===== config.mk =====
export PLATFORM = sky130hd
export DESIGN_NAME = css_host
export DESIGN_NICKNAME = d
export VERILOG_FILES = /design/src/core/css_host.v /design/src/core/css_timer.v
export VERILOG_INCLUDE_DIRS = /design/src /design/src/core
export SDC_FILE = /design/constraint.sdc
export NUM_CORES = 1
export LEC_CHECK = 0
export ABC_AREA = 1
export BUFFER_PORTS_ARGS = -buffer_cell sky130_fd_sc_hd__buf_2
export CAP_MARGIN = 20
export CORE_UTILIZATION = 45
export DETAILED_ROUTE_END_ITERATION = 12
export GPL_TIMING_DRIVEN = 0
export MAX_ROUTING_LAYER = met4
export PLACE_DENSITY = 0.68
export SLEW_MARGIN = 20
export SYNTH_ARGS = -nofsm -noshare
export SYNTH_HDL_FRONTEND = slang
export SYNTH_SLANG_ARGS = --single-unit

===== constraint.sdc =====
create_clock -name mclk_i -period 2.1 [get_ports mclk_i]
set_input_delay 0.21 -clock mclk_i [delete_from_list [all_inputs] [get_ports mclk_i]]
set_output_delay 0.21 -clock mclk_i [all_outputs]
set_load 0.01 [all_outputs]

===== src/core/css_consts.vh =====
// Behaviour
// - Wait for a stable device clock after hardware reset before configuring.
// - Write software reset as 1, then wait at least 1 us.
// - Link enable written 0 halts the link before link settings change.
// - Calibration enable written 0 halts calibration before its settings change.
// - Program link mode while both state machines are halted.
// - Multiframe length field carries frames per multiframe minus one.
// - Sync source control picks single-ended sync or differential timestamp inputs.
// - Set calibration mode and offset calibration before enabling calibration.
// - Calibration enable written 1 after calibration options are set.
// - After calibration is enabled, set overrange indication enable.
// - Link enable written 1 only after all configuration is complete.
// - Calibration trigger written 0 then 1 as the last step.
`ifndef CSS_CONSTS_VH
`define CSS_CONSTS_VH

// ----------------------------------------
// Register offsets on the AXI4-Lite side
// ----------------------------------------
`define CSS_OFF_CTRL 8'h00
`define CSS_OFF_CFG 8'h04
`define CSS_OFF_STATUS 8'h08
`define CSS_WORD_MASK 8'hfc

// ----------------------------------------
// Field positions
// ----------------------------------------
`define CSS_CTRL_START 0
`define CSS_CTRL_RECAL 1
`define CSS_CFG_MODE_LO 0
`define CSS_CFG_MODE_HI 4
`define CSS_CFG_FRAMES_LO 8
`define CSS_CFG_FRAMES_HI 15
`define CSS_CFG_SYNC_SEL 16
`define CSS_CFG_CAL_BG 17
`define CSS_CFG_CAL_OFS 18
`define CSS_CFG_OVERRANGE_INDICATION_ENABLE 19
`define CSS_ST_BUSY 0
`define CSS_ST_DONE 1
`define CSS_ST_CLK_OK 2
`define CSS_ST_STEP_LO 8
`define CSS_ST_STEP_HI 12

// ----------------------------------------
// Reset values
// ----------------------------------------
`define CSS_RST_MODE 5'h01
`define CSS_RST_FRAMES 8'h20
`define CSS_RST_FLAGS 1'b0

// ----------------------------------------
// Device control selectors
// ----------------------------------------
`define CSS_SEL_SOFT_RESET 4'h0
`define CSS_SEL_LINK_ENABLE 4'h1
`define CSS_SEL_CAL_ENABLE 4'h2
`define CSS_SEL_LINK_MODE 4'h3
`define CSS_SEL_MULTIFRAME 4'h4
`define CSS_SEL_SYNC_SRC 4'h5
`define CSS_SEL_CAL_OPTIONS 4'h6
`define CSS_SEL_OVERRANGE 4'h7
`define CSS_SEL_CAL_TRIGGER 4'h8

// ----------------------------------------
// Timing
// ----------------------------------------
`define CSS_CLK_MHZ 100
`define CSS_SWRST_WAIT_NS 1000
// Counts are sized to the 16-bit timer load; 1000 ns at 100 MHz is 100 cycles.
`define CSS_SWRST_WAIT_CYC 16'h0064
`define CSS_HWRST_HOLD_CYC 16'h0010

`endif


===== src/core/css_host.v =====
// Decided for this implementation: the AXI4-Lite slave port and the register addresses.
`timescale 1ns/100ps
`include "css_consts.vh"

module css_host (
  input wire mclk_i,
  input wire srst_i,
  input wire [7:0] s_axi_awaddr_i,
  input wire s_axi_awvalid_i,
  output wire s_axi_awready_o,
  input wire [31:0] s_axi_wdata_i,
  input wire [3:0] s_axi_wstrb_i,
  input wire s_axi_wvalid_i,
  output wire s_axi_wready_o,
  output reg [1:0] s_axi_bresp_o,
  output reg s_axi_bvalid_o,
  input wire s_axi_bready_i,
  input wire [7:0] s_axi_araddr_i,
  input wire s_axi_arvalid_i,
  output wire s_axi_arready_o,
  output reg [31:0] s_axi_rdata_o,
  output reg [1:0] s_axi_rresp_o,
  output reg s_axi_rvalid_o,
  input wire s_axi_rready_i,
  input wire dev_clk_stable_i,
  input wire dev_wr_ack_i,
  output reg dev_reset_o,
  output reg dev_wr_req_o,
  output reg [3:0] dev_wr_sel_o,
  output reg [7:0] dev_wr_data_o
);

  // ----------------------------------------
  // Sequencer states
  // ----------------------------------------
  localparam [4:0] S_IDLE = 5'd0;
  localparam [4:0] S_HWRST = 5'd1;
  localparam [4:0] S_CLKWAIT = 5'd2;
  localparam [4:0] S_SWRST = 5'd3;
  localparam [4:0] S_SWWAIT = 5'd4;
  localparam [4:0] S_LINKOFF = 5'd5;
  localparam [4:0] S_CALOFF = 5'd6;
  localparam [4:0] S_MODE = 5'd7;
  localparam [4:0] S_FRAMES = 5'd8;
  localparam [4:0] S_SYNC = 5'd9;
  localparam [4:0] S_CALCFG = 5'd10;
  localparam [4:0] S_CALON = 5'd11;
  localparam [4:0] S_OVR = 5'd12;
  localparam [4:0] S_LINKON = 5'd13;
  localparam [4:0] S_TRIG0 = 5'd14;
  localparam [4:0] S_TRIG1 = 5'd15;
  localparam [4:0] S_DONE = 5'd16;

  localparam [1:0] P_IDLE = 2'd0;
  localparam [1:0] P_REQ = 2'd1;
  localparam [1:0] P_REL = 2'd2;

  localparam [1:0] RESP_OKAY = 2'b00;
  localparam [1:0] RESP_SLVERR = 2'b10;

  // ----------------------------------------
  // Declarations
  // ----------------------------------------
  reg clk_s1_q;
  reg clk_s2_q;
  reg ack_s1_q;
  reg ack_s2_q;
  reg [4:0] state_q;
  reg [4:0] state_d;
  reg [1:0] phase_q;
  reg done_q;
  reg start_q;
  reg recal_q;
  reg [4:0] mode_q;
  reg [7:0] frames_q;
  reg sync_sel_q;
  reg cal_bg_q;
  reg cal_ofs_q;
  reg overrange_indication_enable_q;
  reg aw_have_q;
  reg [7:0] aw_addr_q;
  reg w_have_q;
  reg [31:0] w_data_q;
  reg [3:0] w_strb_q;
  reg [3:0] sel_d;
  reg [7:0] data_d;
  reg [7:0] frames_m1;
  reg tmr_start;
  reg [15:0] tmr_load;
  wire tmr_done;
  wire is_write_state;
  wire step_done;
  wire busy;
  wire wr_fire;
  wire [31:0] status_word;
  wire [31:0] cfg_word;

  // ----------------------------------------
  // Pin synchronisers
  // ----------------------------------------
  always @(posedge mclk_i) begin
    if (srst_i) begin
      clk_s1_q <= 1'b0;
      clk_s2_q <= 1'b0;
      ack_s1_q <= 1'b0;
      ack_s2_q <= 1'b0;
    end else begin
      clk_s1_q <= dev_clk_stable_i;
      clk_s2_q <= clk_s1_q;
      ack_s1_q <= dev_wr_ack_i;
      ack_s2_q <= ack_s1_q;
    end
  end

  // ----------------------------------------
  // AXI4-Lite write channel
  // ----------------------------------------
  assign s_axi_awready_o = !aw_have_q && !s_axi_bvalid_o;
  assign s_axi_wready_o = !w_have_q && !s_axi_bvalid_o;
  assign wr_fire = aw_have_q && w_have_q && !s_axi_bvalid_o;
  assign busy = (state_q != S_IDLE) && (state_q != S_DONE);

  always @(posedge mclk_i) begin
    if (srst_i) begin
      aw_have_q <= 1'b0;
      aw_addr_q <= 8'h00;
      w_have_q <= 1'b0;
      w_data_q <= 32'h0000_0000;
      w_strb_q <= 4'h0;
      s_axi_bvalid_o <= 1'b0;
      s_axi_bresp_o <= RESP_OKAY;
    end else begin
      if (s_axi_awvalid_i && s_axi_awready_o) begin
        aw_have_q <= 1'b1;
        aw_addr_q <= s_axi_awaddr_i;
      end
      if (s_axi_wvalid_i && s_axi_wready_o) begin
        w_have_q <= 1'b1;
        w_data_q <= s_axi_wdata_i;
        w_strb_q <= s_axi_wstrb_i;
      end
      if (wr_fire) begin
        aw_have_q <= 1'b0;
        w_have_q <= 1'b0;
        s_axi_bvalid_o <= 1'b1;
        if (((aw_addr_q & `CSS_WORD_MASK) == `CSS_OFF_CTRL)
            || ((aw_addr_q & `CSS_WORD_MASK) == `CSS_OFF_CFG)
            || ((aw_addr_q & `CSS_WORD_MASK) == `CSS_OFF_STATUS)) begin
          s_axi_bresp_o <= RESP_OKAY;
        end else begin
          s_axi_bresp_o <= RESP_SLVERR;
        end
      end else if (s_axi_bvalid_o && s_axi_bready_i) begin
        s_axi_bvalid_o <= 1'b0;
      end
    end
  end

  // ----------------------------------------
  // Own registers
  // ----------------------------------------
  // Settings are frozen while a sequence runs so that every step sends
  // values from one consistent snapshot.
  always @(posedge mclk_i) begin
    if (srst_i) begin
      start_q <= 1'b0;
      recal_q <= 1'b0;
      mode_q <= `CSS_RST_MODE;
      frames_q <= `CSS_RST_FRAMES;
      sync_sel_q <= `CSS_RST_FLAGS;
      cal_bg_q <= `CSS_RST_FLAGS;
      cal_ofs_q <= `CSS_RST_FLAGS;
      overrange_indication_enable_q <= `CSS_RST_FLAGS;
    end else begin
      start_q <= 1'b0;
      recal_q <= 1'b0;
      if (wr_fire && ((aw_addr_q & `CSS_WORD_MASK) == `CSS_OFF_CTRL) && w_strb_q[0]) begin
        start_q <= w_data_q[`CSS_CTRL_START];
        recal_q <= w_data_q[`CSS_CTRL_RECAL];
      end else if (wr_fire && ((aw_addr_q & `CSS_WORD_MASK) == `CSS_OFF_CFG) && !busy) begin
        if (w_strb_q[0]) begin
          mode_q <= w_data_q[`CSS_CFG_MODE_HI:`CSS_CFG_MODE_LO];
        end
        if (w_strb_q[1]) begin
          frames_q <= w_data_q[`CSS_CFG_FRAMES_HI:`CSS_CFG_FRAMES_LO];
        end
        if (w_strb_q[2]) begin
          sync_sel_q <= w_data_q[`CSS_CFG_SYNC_SEL];
          cal_bg_q <= w_data_q[`CSS_CFG_CAL_BG];
          cal_ofs_q <= w_data_q[`CSS_CFG_CAL_OFS];
          overrange_indication_enable_q <= w_data_q[`CSS_CFG_OVERRANGE_INDICATION_ENABLE];
        end
      end
    end
  end

  // ----------------------------------------
  // AXI4-Lite read channel
  // ----------------------------------------
  assign s_axi_arready_o = !s_axi_rvalid_o;
  assign cfg_word = {12'h000, overrange_indication_enable_q, cal_ofs_q, cal_bg_q, sync_sel_q, frames_q, 3'h0, mode_q};
  assign status_word = {19'h00000, state_q, 5'h00, clk_s2_q, done_q, busy};

  always @(posedge mclk_i) begin
    if (srst_i) begin
      s_axi_rvalid_o <= 1'b0;
      s_axi_rdata_o <= 32'h0000_0000;
      s_axi_rresp_o <= RESP_OKAY;
    end else if (s_axi_arvalid_i && s_axi_arready_o) begin
      s_axi_rvalid_o <= 1'b1;
      s_axi_rresp_o <= RESP_OKAY;
      if ((s_axi_araddr_i & `CSS_WORD_MASK) == `CSS_OFF_CTRL) begin
        s_axi_rdata_o <= 32'h0000_0000;
      end else if ((s_axi_araddr_i & `CSS_WORD_MASK) == `CSS_OFF_CFG) begin
        s_axi_rdata_o <= cfg_word;
      end else if ((s_axi_araddr_i & `CSS_WORD_MASK) == `CSS_OFF_STATUS) begin
        s_axi_rdata_o <= status_word;
      end else begin
        s_axi_rdata_o <= 32'h0000_0000;
        s_axi_rresp_o <= RESP_SLVERR;
      end
    end else if (s_axi_rvalid_o && s_axi_rready_i) begin
      s_axi_rvalid_o <= 1'b0;
    end
  end

  // ----------------------------------------
  // Step contents
  // ----------------------------------------
  always @* begin
    {sel_d, data_d} = {`CSS_SEL_SOFT_RESET, 8'h00};
    frames_m1 = (frames_q == 8'h00) ? 8'h00 : frames_q - 8'h01;
    case (state_q)
      S_SWRST: {sel_d, data_d} = {`CSS_SEL_SOFT_RESET, 8'h01};
      S_LINKOFF: {sel_d, data_d} = {`CSS_SEL_LINK_ENABLE, 8'h00};
      S_CALOFF: {sel_d, data_d} = {`CSS_SEL_CAL_ENABLE, 8'h00};
      S_MODE: {sel_d, data_d} = {`CSS_SEL_LINK_MODE, 3'h0, mode_q};
      S_FRAMES: {sel_d, data_d} = {`CSS_SEL_MULTIFRAME, frames_m1};
      S_SYNC: {sel_d, data_d} = {`CSS_SEL_SYNC_SRC, 7'h00, sync_sel_q};
      S_CALCFG: {sel_d, data_d} = {`CSS_SEL_CAL_OPTIONS, 6'h00, cal_ofs_q, cal_bg_q};
      S_CALON: {sel_d, data_d} = {`CSS_SEL_CAL_ENABLE, 8'h01};
      S_OVR: {sel_d, data_d} = {`CSS_SEL_OVERRANGE, 7'h00, overrange_indication_enable_q};
      S_LINKON: {sel_d, data_d} = {`CSS_SEL_LINK_ENABLE, 8'h01};
      S_TRIG0: {sel_d, data_d} = {`CSS_SEL_CAL_TRIGGER, 8'h00};
      S_TRIG1: {sel_d, data_d} = {`CSS_SEL_CAL_TRIGGER, 8'h01};
      default: {sel_d, data_d} = {`CSS_SEL_SOFT_RESET, 8'h00};
    endcase
  end

  assign is_write_state = (state_q == S_SWRST) || ((state_q >= S_LINKOFF) && (state_q <= S_TRIG1));
  // A step ends only when the device has dropped its ack again.
  assign step_done = (phase_q == P_REL) && !ack_s2_q;

  // ----------------------------------------
  // Sequencer next state
  // ----------------------------------------
  always @* begin
    state_d = state_q;
    tmr_start = 1'b0;
    tmr_load = 16'h0000;
    case (state_q)
      S_IDLE, S_DONE: begin
        if (start_q) begin
          state_d = S_HWRST;
          tmr_start = 1'b1;
          tmr_load = `CSS_HWRST_HOLD_CYC;
        end else if (recal_q && (state_q == S_DONE)) begin
          state_d = S_TRIG0;
        end
      end
      S_HWRST: begin
        if (tmr_done) begin
          state_d = S_CLKWAIT;
        end
      end
      S_CLKWAIT: begin
        if (clk_s2_q) begin
          state_d = S_SWRST;
        end
      end
      S_SWRST: begin
        if (step_done) begin
          state_d = S_SWWAIT;
          tmr_start = 1'b1;
          tmr_load = `CSS_SWRST_WAIT_CYC;
        end
      end
      S_SWWAIT: begin
        if (tmr_done) begin
          state_d = S_LINKOFF;
        end
      end
      default: begin
        if (is_write_state && step_done) begin
          state_d = state_q + 5'd1;
        end
      end
    endcase
  end

  css_timer u_timer (
    .mclk_i(mclk_i),
    .srst_i(srst_i),
    .start_i(tmr_start),
    .load_i(tmr_load),
    .done_o(tmr_done)
  );

  // ----------------------------------------
  // Sequencer and device write port
  // ----------------------------------------
  // The request is a four-phase handshake so that it survives the
  // synchroniser delay on the ack, whatever clock the device answers on.
  always @(posedge mclk_i) begin
    if (srst_i) begin
      state_q <= S_IDLE;
      phase_q <= P_IDLE;
      done_q <= 1'b0;
      dev_reset_o <= 1'b0;
      dev_wr_req_o <= 1'b0;
      dev_wr_sel_o <= 4'h0;
      dev_wr_data_o <= 8'h00;
    end else begin
      state_q <= state_d;
      dev_reset_o <= (state_d == S_HWRST);
      done_q <= (state_d == S_DONE) || (done_q && (state_d == S_IDLE));
      case (phase_q)
        P_IDLE: begin
          if (is_write_state && !ack_s2_q) begin
            phase_q <= P_REQ;
            dev_wr_req_o <= 1'b1;
            dev_wr_sel_o <= sel_d;
            dev_wr_data_o <= data_d;
          end
        end
        P_REQ: begin
          if (ack_s2_q) begin
            phase_q <= P_REL;
            dev_wr_req_o <= 1'b0;
          end
        end
        P_REL: begin
          if (!ack_s2_q) begin
            phase_q <= P_IDLE;
          end
        end
        default: phase_q <= P_IDLE;
      endcase
    end
  end

endmodule // css_host


===== src/core/css_timer.v =====
`timescale 1ns/100ps
`include "css_consts.vh"

module css_timer (
  input wire mclk_i,
  input wire srst_i,
  input wire start_i,
  input wire [15:0] load_i,
  output wire done_o
);

  reg [15:0] cnt_q;
  reg run_q;

  // ----------------------------------------
  // Down counter
  // ----------------------------------------
  // A zero load still waits one cycle so no wait is ever skipped.
  always @(posedge mclk_i) begin
    if (srst_i) begin
      cnt_q <= 16'h0000;
      run_q <= 1'b0;
    end else if (start_i) begin
      cnt_q <= (load_i == 16'h0000) ? 16'h0000 : load_i - 16'h0001;
      run_q <= 1'b1;
    end else if (run_q) begin
      if (cnt_q == 16'h0000) begin
        run_q <= 1'b0;
      end else begin
        cnt_q <= cnt_q - 16'h0001;
      end
    end
  end

  assign done_o = run_q && (cnt_q == 16'h0000) && !start_i;

endmodule // css_timer


Yosys cells after proc, flatten, opt, wreduce, memory -nomap -nowiden:

Index checks and enable logic that the tools add are counted.

* bits in registers: 133
* latch bits: 0
* bits in writable memories: 0
* memory bits (read-only): 0
* output and inout port bits: 55
* word-level logic and storage cells: 169
* memories kept: 0

* add/sub/neg operators: 4
* multiply operators: 0
* div/mod/pow operators: 0
* magnitude comparators: 2
* equality and inequality tests: 29
* shift operators: 0
* multiplexer cells: 42
* bitwise operators: 1
* reduce and logical (&&, ||, !) cells: 60

Operators by type and width (count)
* 16-bit two-way mux: 4
* 8-bit case mux with 6 select lines: 1
* 5-bit by 4-bit == test with 1-bit output, second input constant: 8
* 20-bit two-way mux: 2
* 5-bit two-way mux: 8
* 16-bit zero test: 2
* 4-bit case mux with 8 select lines: 1
* 5-bit case mux with 5 select lines: 1
* 8-bit zero test: 3
* 1-bit logical AND: 22
* 5-bit by 3-bit == test with 1-bit output, second input constant: 4
* 16-bit by 1-bit subtractor with 16-bit output, second input constant: 1
* 3-bit AND reduction: 5
* 2-bit two-way mux: 7
* 7-bit case mux with 2 select lines: 1
* 13-bit two-way mux: 1
* 6-bit by 1-bit == test with 1-bit output, second input constant: 2
* 6-bit by 2-bit == test with 1-bit output, second input constant: 2
* 2-bit OR reduction: 6
* 1-bit two-way mux: 11
* 5-bit by 1-bit == test with 1-bit output, second input constant: 2
* 5-bit by 2-bit == test with 1-bit output, second input constant: 2
* 5-bit == test, second input constant: 2
* 5-bit zero test: 2
* 22 further kinds: 38

Depth between registers and ports, before layout:

Gate-level depths: netlist of the first run.

* word-level depth: 11
* mapped depth: 16
* depth with buffers taken out: 16

Modules after synthesis:

A second synthesis of the first run with hierarchy kept.

* cell total of the unflattened synthesis: 876
* area, all modules: 6105.9 um^2

By module, submodules not included
* css_host: instances 1, cells each 591, area each 4435.5 um^2
* css_timer: instances 1, cells each 285, area each 1670.4 um^2

Worst setup path after synthesis of the first run:

Ideal clock, no wire load.

* kind: register to register
* from: register state_q[0]
* to: register dev_reset_o
* library setup time: 0.064 ns
* arrival: 1.794 ns
* required time: 2.036 ns
* slack: 0.242 ns
* stages on the path, launching flop included: 17
* buffers on the path: 0
* path through: dfxtp_1 -> ha_1 -> inv_1 -> nor2_1 -> ha_1 -> nor2_1 -> nand2_1 -> nand2_4 -> nand2_4 -> nand2_4 -> nand2_1 -> nand2_1 -> nand2_1 -> nand2_1 -> nor2_1 -> nand3_1 -> nor2_1

* word-level cells in the longest chain between the ends: 8

RTL lines
* start: declaration: RTL line css_host.v:68 `reg [4:0] state_q;`
* start signal: assignment: RTL line css_host.v:324 `state_q <= state_d;`
* 5-bit == test or 5-bit zero test (tied branches): RTL line css_host.v:261, css_host.v:267
* 2-bit OR reduction: RTL line css_host.v:261 `case (state_q)`
* 1-bit case mux with 2 select lines: RTL line css_host.v:261
* 1-bit zero test: RTL line css_timer.v:35 `assign done_o = run_q && (cnt_q == 16'h0000) && !start_i;`
* 1-bit logical AND: RTL line css_timer.v:35
* 5-bit two-way mux, on equally long branches: RTL line css_host.v:289, css_host.v:272
* 5-bit case mux with 5 select lines *: RTL line css_host.v:261
* 5-bit by 1-bit == test with 1-bit output *: RTL line css_host.v:325 `dev_reset_o <= (state_d == S_HWRST);`
* end signal: assignment: RTL line css_host.v:325
* end: declaration: RTL line css_host.v:27 `output reg dev_reset_o,`

Every way passes the cells marked *; elsewhere a longest branch is shown, timed or not.
A chain may end at the register's enable or synchronous reset.

Worst setup path in the final report of the first run:

Same ends and word-level chain as after synthesis.

==> results of run 1 <==
==> state kept, by name (all words and copies together), names as in the netlist, 2 cells and up <==
| register | flops |
|---|---|
| dev_wr_data_o | 8 |
| state_q | 5 |
| w_strb_q | 3 |
| mode_q | 5 |
| w_data_q | 17 |
| aw_addr_q | 6 |
| frames_q | 8 |
| u_timer.cnt_q | 16 |
| phase_q | 2 |
| s_axi_rdata_o | 17 |
| dev_wr_sel_o | 4 |
==> metal layers <==
layer	share of wire (%)	global-route usage [%]	vias up
met5	0	-	-
met4	1.5	6.40	0
met3	6.2	4.90	15
met2	46	37.1	168
met1	46	28.7	2244
li1	-	-	2582
==> layout make-up <==
class | count | share of cell area, %
plain buffers | 36 | 3.33
multi-input cells | 517 | 42.8
clock buffers | 10 | 3.56
well taps | 143 | 2.78
repair buffers | 88 | 7.28
inverters | 78 | 4.71
clock inverters | 6 | 0.779
flip-flops and latches | 111 | 34.8
==> layout by cell type (no fill, tap or decap), types with 9 or more instances in the layout <==
cell type                     n
sky130_fd_sc_hd__nor2_2       9
sky130_fd_sc_hd__buf_2       77
sky130_fd_sc_hd__o21ai_0     63
sky130_fd_sc_hd__clkbuf_16    9
sky130_fd_sc_hd__clkbuf_1    13
sky130_fd_sc_hd__buf_4       30
sky130_fd_sc_hd__a21oi_1     61
sky130_fd_sc_hd__nor2_1     119
sky130_fd_sc_hd__nand3_1     23
sky130_fd_sc_hd__nor3_1      10
sky130_fd_sc_hd__inv_1       58
sky130_fd_sc_hd__inv_2       15
sky130_fd_sc_hd__dfxtp_1    107
sky130_fd_sc_hd__conb_1      17
sky130_fd_sc_hd__nand2_1    115
==> worst min-delay path by stage <==
stage	endpoint	depth (start not counted)
3_5_place_dp	clk_s2_q$_SDFF_PP0_	2
3_3_place_gp	clk_s2_q$_SDFF_PP0_	2
2_1_floorplan	ack_s1_q$_SDFF_PP0_	2
4_1_cts	ack_s1_q$_SDFF_PP0_	3
5_1_grt	ack_s1_q$_SDFF_PP0_	3
6_report	ack_s1_q$_SDFF_PP0_	3
==> cell families after synthesis <==
family,synth area share (%)
AOI/OAI and AO/OA,17.7
xor gates and xnor gates,1.30
adders and majority gates,1.85
buffers and inverters,9.58
DFF,41.2
other,0.0695
and+or+nand+nor,28.4
==> power groups by stage <==
stage	clock network, uW	logic [uW]	registers (uW)
5_1_grt	1750	578	2220
3_5_place_dp	0	479	2260
6_report	1640	513	2210
4_1_cts	1690	481	2210
2_1_floorplan	0	346	2250
3_3_place_gp	0	468	2260
==> cells in the mapped netlist (2+ instances only) <==
cell	number	area, um2
sky130_fd_sc_hd__nor2_2	5	31.3
sky130_fd_sc_hd__a31oi_1	2	12.5
sky130_fd_sc_hd__buf_4	19	143
sky130_fd_sc_hd__inv_4	4	25.0
sky130_fd_sc_hd__nand3_1	23	115
sky130_fd_sc_hd__a211oi_2	5	62.6
sky130_fd_sc_hd__inv_2	12	45.0
sky130_fd_sc_hd__nand2_1	117	439
sky130_fd_sc_hd__nor3_2	2	20.0
sky130_fd_sc_hd__clkbuf_1	12	45.0
sky130_fd_sc_hd__nand3b_1	2	15.0
sky130_fd_sc_hd__inv_1	61	229
sky130_fd_sc_hd__nor2_1	123	462
sky130_fd_sc_hd__nand3_2	3	30.0
sky130_fd_sc_hd__a21oi_1	61	305
sky130_fd_sc_hd__a211oi_1	4	30.0
sky130_fd_sc_hd__ha_1	8	100
sky130_fd_sc_hd__nand3_4	2	35.0
sky130_fd_sc_hd__dfxtp_1	111	2220
sky130_fd_sc_hd__xor2_1	6	52.6
sky130_fd_sc_hd__a22oi_1	4	30.0
sky130_fd_sc_hd__xnor2_1	2	17.5
sky130_fd_sc_hd__nand2_2	4	25.0
sky130_fd_sc_hd__o21ai_1	2	10.0
sky130_fd_sc_hd__buf_1	4	15.0
sky130_fd_sc_hd__nand4_1	8	50.1
sky130_fd_sc_hd__nor2_4	8	90.1
sky130_fd_sc_hd__o22ai_1	6	37.5
sky130_fd_sc_hd__o211ai_1	6	45.0
sky130_fd_sc_hd__nor3_1	10	50.1
sky130_fd_sc_hd__nand2_4	8	90.1
sky130_fd_sc_hd__o21ai_0	63	315
==> timing repair <==
action,CTS,global route
pin swaps,2,8
resized for setup,8,12
buffers inserted,1,10
endpoints found under the setup margin,23,13
endpoints found under the hold margin,0,0
==> through the flow <==
step	hold slack [ns]	std cells	utilization (%)
4_1_cts	0.0474	979	54.7
3_3_place_gp	0.394	962	52.1
5_1_grt	0.0625	989	55.6
6_report	0.0577	989	55.6
2_1_floorplan	0.317	742	-
3_5_place_dp	0.396	962	52.1
==> worst reg2reg max path: stages (launching register included) <==
cell,delay [ns]
sky130_fd_sc_hd__dfxtp_4,0.42
sky130_fd_sc_hd__ha_4,0.15
sky130_fd_sc_hd__inv_1,0.05
sky130_fd_sc_hd__nor2_2,0.08
sky130_fd_sc_hd__ha_2,0.20
sky130_fd_sc_hd__nor2_1,0.07
sky130_fd_sc_hd__nand2_1,0.10
sky130_fd_sc_hd__nand2_4,0.08
sky130_fd_sc_hd__nand2_4,0.11
sky130_fd_sc_hd__buf_4,0.12
sky130_fd_sc_hd__nand3_1,0.09
sky130_fd_sc_hd__nand2_1,0.09
sky130_fd_sc_hd__nand3_1,0.08
sky130_fd_sc_hd__nand2_1,0.09
sky130_fd_sc_hd__nand3_1,0.11
sky130_fd_sc_hd__nor2_1,0.14
==> metrics.md, run 1 <==
| Metric | Value |
|---|---|
| Global-route wire length before repair | 21900 um |
| Number of max-slew violations in the final report | 0 |
| Number of cells traversed by the worst register-to-register path | 15 |
| Port Buf Inserts | 77 |
| Number of buffers added by the clock tree synthesis step | 9 |
| Critical path, cell by cell | ha_4 > inv_1 > nor2_2 > ha_2 > nor2_1 > nand2_1 > nand2_4 > nand2_4 > buf_4 > nand3_1 > nand2_1 > nand3_1 > nand2_1 > nand3_1 > nor2_1 |
| GRT overflow | 0 |
| Result of the run | complete, but fails checks |
| Worst path depth | 15 |
| Startpoint of the worst hold path | dev_wr_ack_i |
| Count of TritonRoute iterations in the first routing pass | 9 |
| Clock latency reported for the late side of the worst-skew pair | 0.36 ns |
| Worst slew pin tran | 0.788 ns |
| Number of antenna violations at the first check in global routing | 0 |
| Synthesized area divided by synthesized cell count | between 7 and 8 um2 |
| Total of flip-flops plus latches after synthesis | 111 |
| Number of setup violations in the final report | 0 |
| Placer congestion estimate | 0.942 |
| Data required time of the worst path | 2.39 ns |
| Worst min-delay path class | input pin to flop |
| Final design area excluding fillers | 6430 um2 |
| Area of the multi-input gates | 2750 um2 |
| Number of DRC violations after detailed routing | 5 |
| Fillcell total | 1137 |
| Maximum clock frequency | 0.492 GHz |
| Slowest cell on crit path | sky130_fd_sc_hd__dfxtp_4 |
| Post-detailed-route via-to-cell ratio | 5.06 |
| Synth Cell Area | 5400 um2 |
| Global router's overall resource usage | 22.9% |
| Comb power frac | 11.8% |
| Capturing point of the worst reg2reg path | dev_reset_o$_SDFF_PP0_ |
| Number of flops mapped to enable cells by yosys | 0 |
| Antenna diode count | 0 |
| Largest net degree at the start of global routing | 20 |
| Cells after synthesis | 726 |
| Min Tclk post-route | 2.03 ns |
| Slew HR | 47.5% |
| Worst Slack Setup Final | 0.0690 ns |
| Total Die Area | approximately 12000 um2 |
| Clock transition time at the flip-flop clock pins of the worst setup and hold paths | 0.07 ns |
| Design internal power | around 3200 uW |
| Detail-routed net length per standard cell | between 10 and 15 um |
| Buffering stage count on the worst path with inverters included | 2 |
| Part of the total power dissipated in sequential elements | 50.6% |
| Clock tree from TritonCTS | yes |
| Post-Place Worst Slack | -0.205 ns |
| Fin Clk Skew | 0.00737 ns |
| Overall die width | approximately 110 um |
| Cell variety after synth | 51 |
| Delay of the slowest critical-path stage | 0.42 ns |
| Crit path capture type | flop |
| Vertical extent of the die | roughly 110 um |
| Setup TNS | 0 ns |
| Critical path capture point | dev_reset_o$_SDFF_PP0_ |
| Final hold vios | 0 |
| Row count | 39 |
| Clk buf depth | 2 |
| Total power consumption of the routed design | 4360 uW |
| Detailed placement HPWL | just over 10000 um |
| Type of the worst setup path | flop to flop |
| Part of the Yosys area used for sequential elements | a little over 40% |
| Reg-to-reg slack, setup | 0.07 ns |
| Number of top-level pins | 116 |
| Via count | 5009 |
| Number of max-cap violations | 0 |
| Placeable core region | ~12000 um2 |
| P_sw | 1170 uW |
| Kind of launch point of the worst setup path | flop |
| Leak pwr | 0.00295 uW |
| Storage element area | 2230 um2 |
| Post-synthesis async set-or-reset flop share | 0% |
| Violations in the final reports | DRC |
| Synth warnings | 0 |
| Part of the cycle the worst path needs | between 90% and 100% |
| Share of post-route cells with drive strength above 1 | 23.6% |
| Area Overhead vs Synth | 19.1% |
| Post-Place Cell Area | 6020 um2 |
| Number of hold buffers added after cts | 0 |
| Unrepaired setup endpoints after global routing | yes |
| Cell chosen for the clock root | sky130_fd_sc_hd__clkbuf_16 |
| Switching power share of the total | 26.9% |
| Startpoint of the lowest-slack register-to-register path | state_q[0]$_SDFF_PP0_ |
| Power Density | approximately 680 nW/um2 |
| CP delay by family, top | simple AND/OR/NAND/NOR gates |
| H-tree levels | 3 |
| Post-synth top flop | sky130_fd_sc_hd__dfxtp_1 |
| Crit path max fanout | 7 |
| CTS Sinks | 111 |
| Clock power share | a little under two fifths |
| Maximum vdd ir drop | 0.000575 V |
| Starting utilization of the core area | between 40% and 50% |
| Total routed wirelength | around 13000 um |
| Antenna-violating nets left | 0 |
| Crit path DAT | 2.32 ns |
| CP startpoint | state_q[0]$_SDFF_PP0_ |
| Via count of the first global-routing pass | 4601 |
| Number of nets in the layout | 910 |
| Starting DRT DRC Count | 308 |
(Power assumes the default switching activity.)
==> run 2: changes to the inputs <==
Settings changed: CAP_MARGIN 20 to 40, RECOVER_POWER from default to 100.
==> metrics.md, run 2 (synthesis gave the netlist of run 1 again) <==
| Metric | Value |
|---|---|
| Maximum clock frequency | a little under 0.5 GHz |
| Final hold vios | 0 |
| Reg-to-reg slack, setup | 0.08 ns |
| Post-detailed-route via-to-cell ratio | between 5 and 6 |
| Clock tree from TritonCTS | yes |
| Via count of the first global-routing pass | around 4.6k |
| Number of DRC violations after detailed routing | 5 |
| Share of post-route cells with drive strength above 1 | 18.9% |
| Number of antenna violations at the first check in global routing | 0 |
| Total Die Area | 12400 um2 |
| Placeable core region | 11600 um2 |
| Number of nets in the layout | 910 |
| Detail-routed net length per standard cell | 13.4 um |
| Kind of launch point of the worst setup path | flop |
| Number of hold buffers added after cts | 0 |
| Unrepaired setup endpoints after global routing | yes |
| Starting DRT DRC Count | 307 |
| Final standard cell utilization of the core | between 50% and 60% |
| Type of the worst setup path | flop to flop |
| Global-route wire length before repair | 21900 um |
| Min Tclk post-route | just over 2 ns |
| Number of max-slew violations in the final report | 0 |
| Number of cells in the design after placement | about 960 |
| H-tree levels | 3 |
| Antenna-violating nets left | 0 |
| Number of top-level pins | approximately 120 |
| Cell chosen for the clock root | sky130_fd_sc_hd__clkbuf_16 |
| Crit path max fanout | 7 |
| Number of buffers added by the clock tree synthesis step | 9 |
| Fin Clk Skew | ~0.006 ns |
| Hold Path Cell Cnt | 3 |
| GRT overflow | 0 |
| Count of TritonRoute iterations in the first routing pass | 9 |
| Largest net degree at the start of global routing | 20 |
| Worst min-delay path class | input pin to flop |
| Placer congestion estimate | 0.942 |
| Highest-count cells in the layout ignoring fill and taps | 119 x sky130_fd_sc_hd__nor2_1, 115 x sky130_fd_sc_hd__nand2_1, 107 x sky130_fd_sc_hd__dfxtp_1, 63 x sky130_fd_sc_hd__o21ai_0, 61 x sky130_fd_sc_hd__a21oi_1 |
| Non-filler instance count after layout | 989 |
| Leak pwr | 0.00278 uW |
| Clock transition time at the flip-flop clock pins of the worst setup and hold paths | 0.07 ns |
| Clock latency reported for the late side of the worst-skew pair | 0.36 ns |
| Worst slew pin tran | ~0.78 ns |
| Antenna diode count | 0 |
| Global router's overall resource usage | about 23% |
| Row count | 39 |
| Result of the run | complete, but fails checks |
| Overall die width | 112 um |
| Slew HR | 48.1% |
| Worst hold margin | just under 0.06 ns |
| Detailed placement HPWL | slightly above 10000 um |
| Crit path DAT | 2.31 ns |
| Clk buf depth | 2 |
| Vertical extent of the die | roughly 110 um |
| Largest registers | s_axi_rdata_o: 17 flops, w_data_q: 17 flops, u_timer.cnt_q: 16 flops |
| Area Overhead vs Synth | 18.1% |
| Setup TNS | 0 ns |
| Number of max-cap violations | 0 |
| Total routed wirelength | 13200 um |
| Number of setup violations in the final report | 0 |
| CTS Sinks | 111 |
| Startpoint of the lowest-slack register-to-register path | state_q[0]$_SDFF_PP0_ |
| Capturing point of the worst reg2reg path | dev_reset_o$_SDFF_PP0_ |
| Port Buf Inserts | 77 |
| Via count | 5006 |
| Startpoint of the worst hold path | dev_wr_ack_i |
| Most common library cell in the layout ignoring fill and taps | sky130_fd_sc_hd__nor2_1 |
| Violations in the final reports | DRC |
| Data required time of the worst path | 2.39 ns |
| Maximum vdd ir drop | 0.000573 V |
| End of the worst hold path | ack_s1_q$_SDFF_PP0_ |
| Starting utilization of the core area | between 40% and 50% |
| Crit path capture type | flop |
| Number of cells traversed by the worst register-to-register path | 15 |
| Power Density | 682 nW/um2 |
| Part of the cycle the worst path needs | 96.0% |
-- run 2: worst max-delay path by stage --
stage / start / end / slack [ns] / depth (start not counted)
2_1_floorplan: state_q[0]$_SDFF_PP0_ / dev_reset_o$_SDFF_PP0_ / 0.24 / 16
3_3_place_gp: state_q[0]$_SDFF_PP0_ / dev_wr_data_o[5]$_SDFFE_PP0P_ / -0.22 / 11
3_5_place_dp: state_q[0]$_SDFF_PP0_ / dev_reset_o$_SDFF_PP0_ / -0.21 / 16
4_1_cts: state_q[0]$_SDFF_PP0_ / dev_reset_o$_SDFF_PP0_ / 0.002 / 12
5_1_grt: state_q[0]$_SDFF_PP0_ / dev_reset_o$_SDFF_PP0_ / -0.11 / 15
6_report: state_q[0]$_SDFF_PP0_ / dev_reset_o$_SDFF_PP0_ / 0.08 / 15
-- run 2: repair_timing --
| item | 4_1_cts | 5_1_grt |
|---|---|---|
| endpoints found under the hold margin | 0 | 0 |
| setup endpoints to repair | 23 | 13 |
| resized for setup | 8 | 12 |
| setup buffers | 1 | 10 |
| pin swaps | 2 | 8 |
-- run 2: report_power, final --
group | internal, uW | total (uW) | switching [uW]
clock network | 825 | 1630 | 806
registers | 2170 | 2210 | 38.7
logic | 191 | 510 | 319
total | 3180 | 4350 | 1160
-- run 2: area by class of cell --
| class | instances | area (um2) |
|---|---|---|
| Buffer | 36 | 214 |
| Clock buffer | 10 | 229 |
| Clock inverter | 6 | 50.0 |
| Fill cell | 1153 | 5190 |
| Inverter | 78 | 303 |
| Multi-Input combinational cell | 517 | 2750 |
| Sequential cell | 111 | 2230 |
| Tap cell | 143 | 179 |
| Timing Repair Buffer | 88 | 420 |
-- run 2: critical path: stages (launching register included) --
cell,delay [ns]
sky130_fd_sc_hd__dfxtp_4,0.41
sky130_fd_sc_hd__ha_4,0.15
sky130_fd_sc_hd__inv_1,0.05
sky130_fd_sc_hd__nor2_2,0.08
sky130_fd_sc_hd__ha_2,0.20
sky130_fd_sc_hd__nor2_1,0.06
sky130_fd_sc_hd__nand2_1,0.10
sky130_fd_sc_hd__nand2_4,0.08
sky130_fd_sc_hd__nand2_4,0.11
sky130_fd_sc_hd__buf_4,0.12
sky130_fd_sc_hd__nand3_1,0.08
sky130_fd_sc_hd__nand2_1,0.10
sky130_fd_sc_hd__nand3_1,0.08
sky130_fd_sc_hd__nand2_1,0.09
sky130_fd_sc_hd__nand3_1,0.11
sky130_fd_sc_hd__nor2_1,0.14
-- run 2: metal layers --
| metal | share of wire, % | routed length [um] | GRT usage (%) |
|---|---|---|---|
| met4 | 1.5 | 199 | 6.40 |
| met5 | 0 | 0 | - |
| met2 | 46 | 6140 | 37.1 |
| met1 | 46 | 6080 | 28.7 |
| met3 | 6.2 | 822 | 4.90 |
-- run 2: metrics by stage --
step / power (uW) / setup WS (ns) / cell area [um2]
after detailed placement: 2740 / -0.205 / 6020
after floorplan: 2600 / 0.242 / 5460
final: 4350 / 0.0837 / 6370
after global placement: 2720 / -0.216 / 6020
after CTS: 4380 / 0.00167 / 6330
after global routing: 4540 / -0.111 / 6370
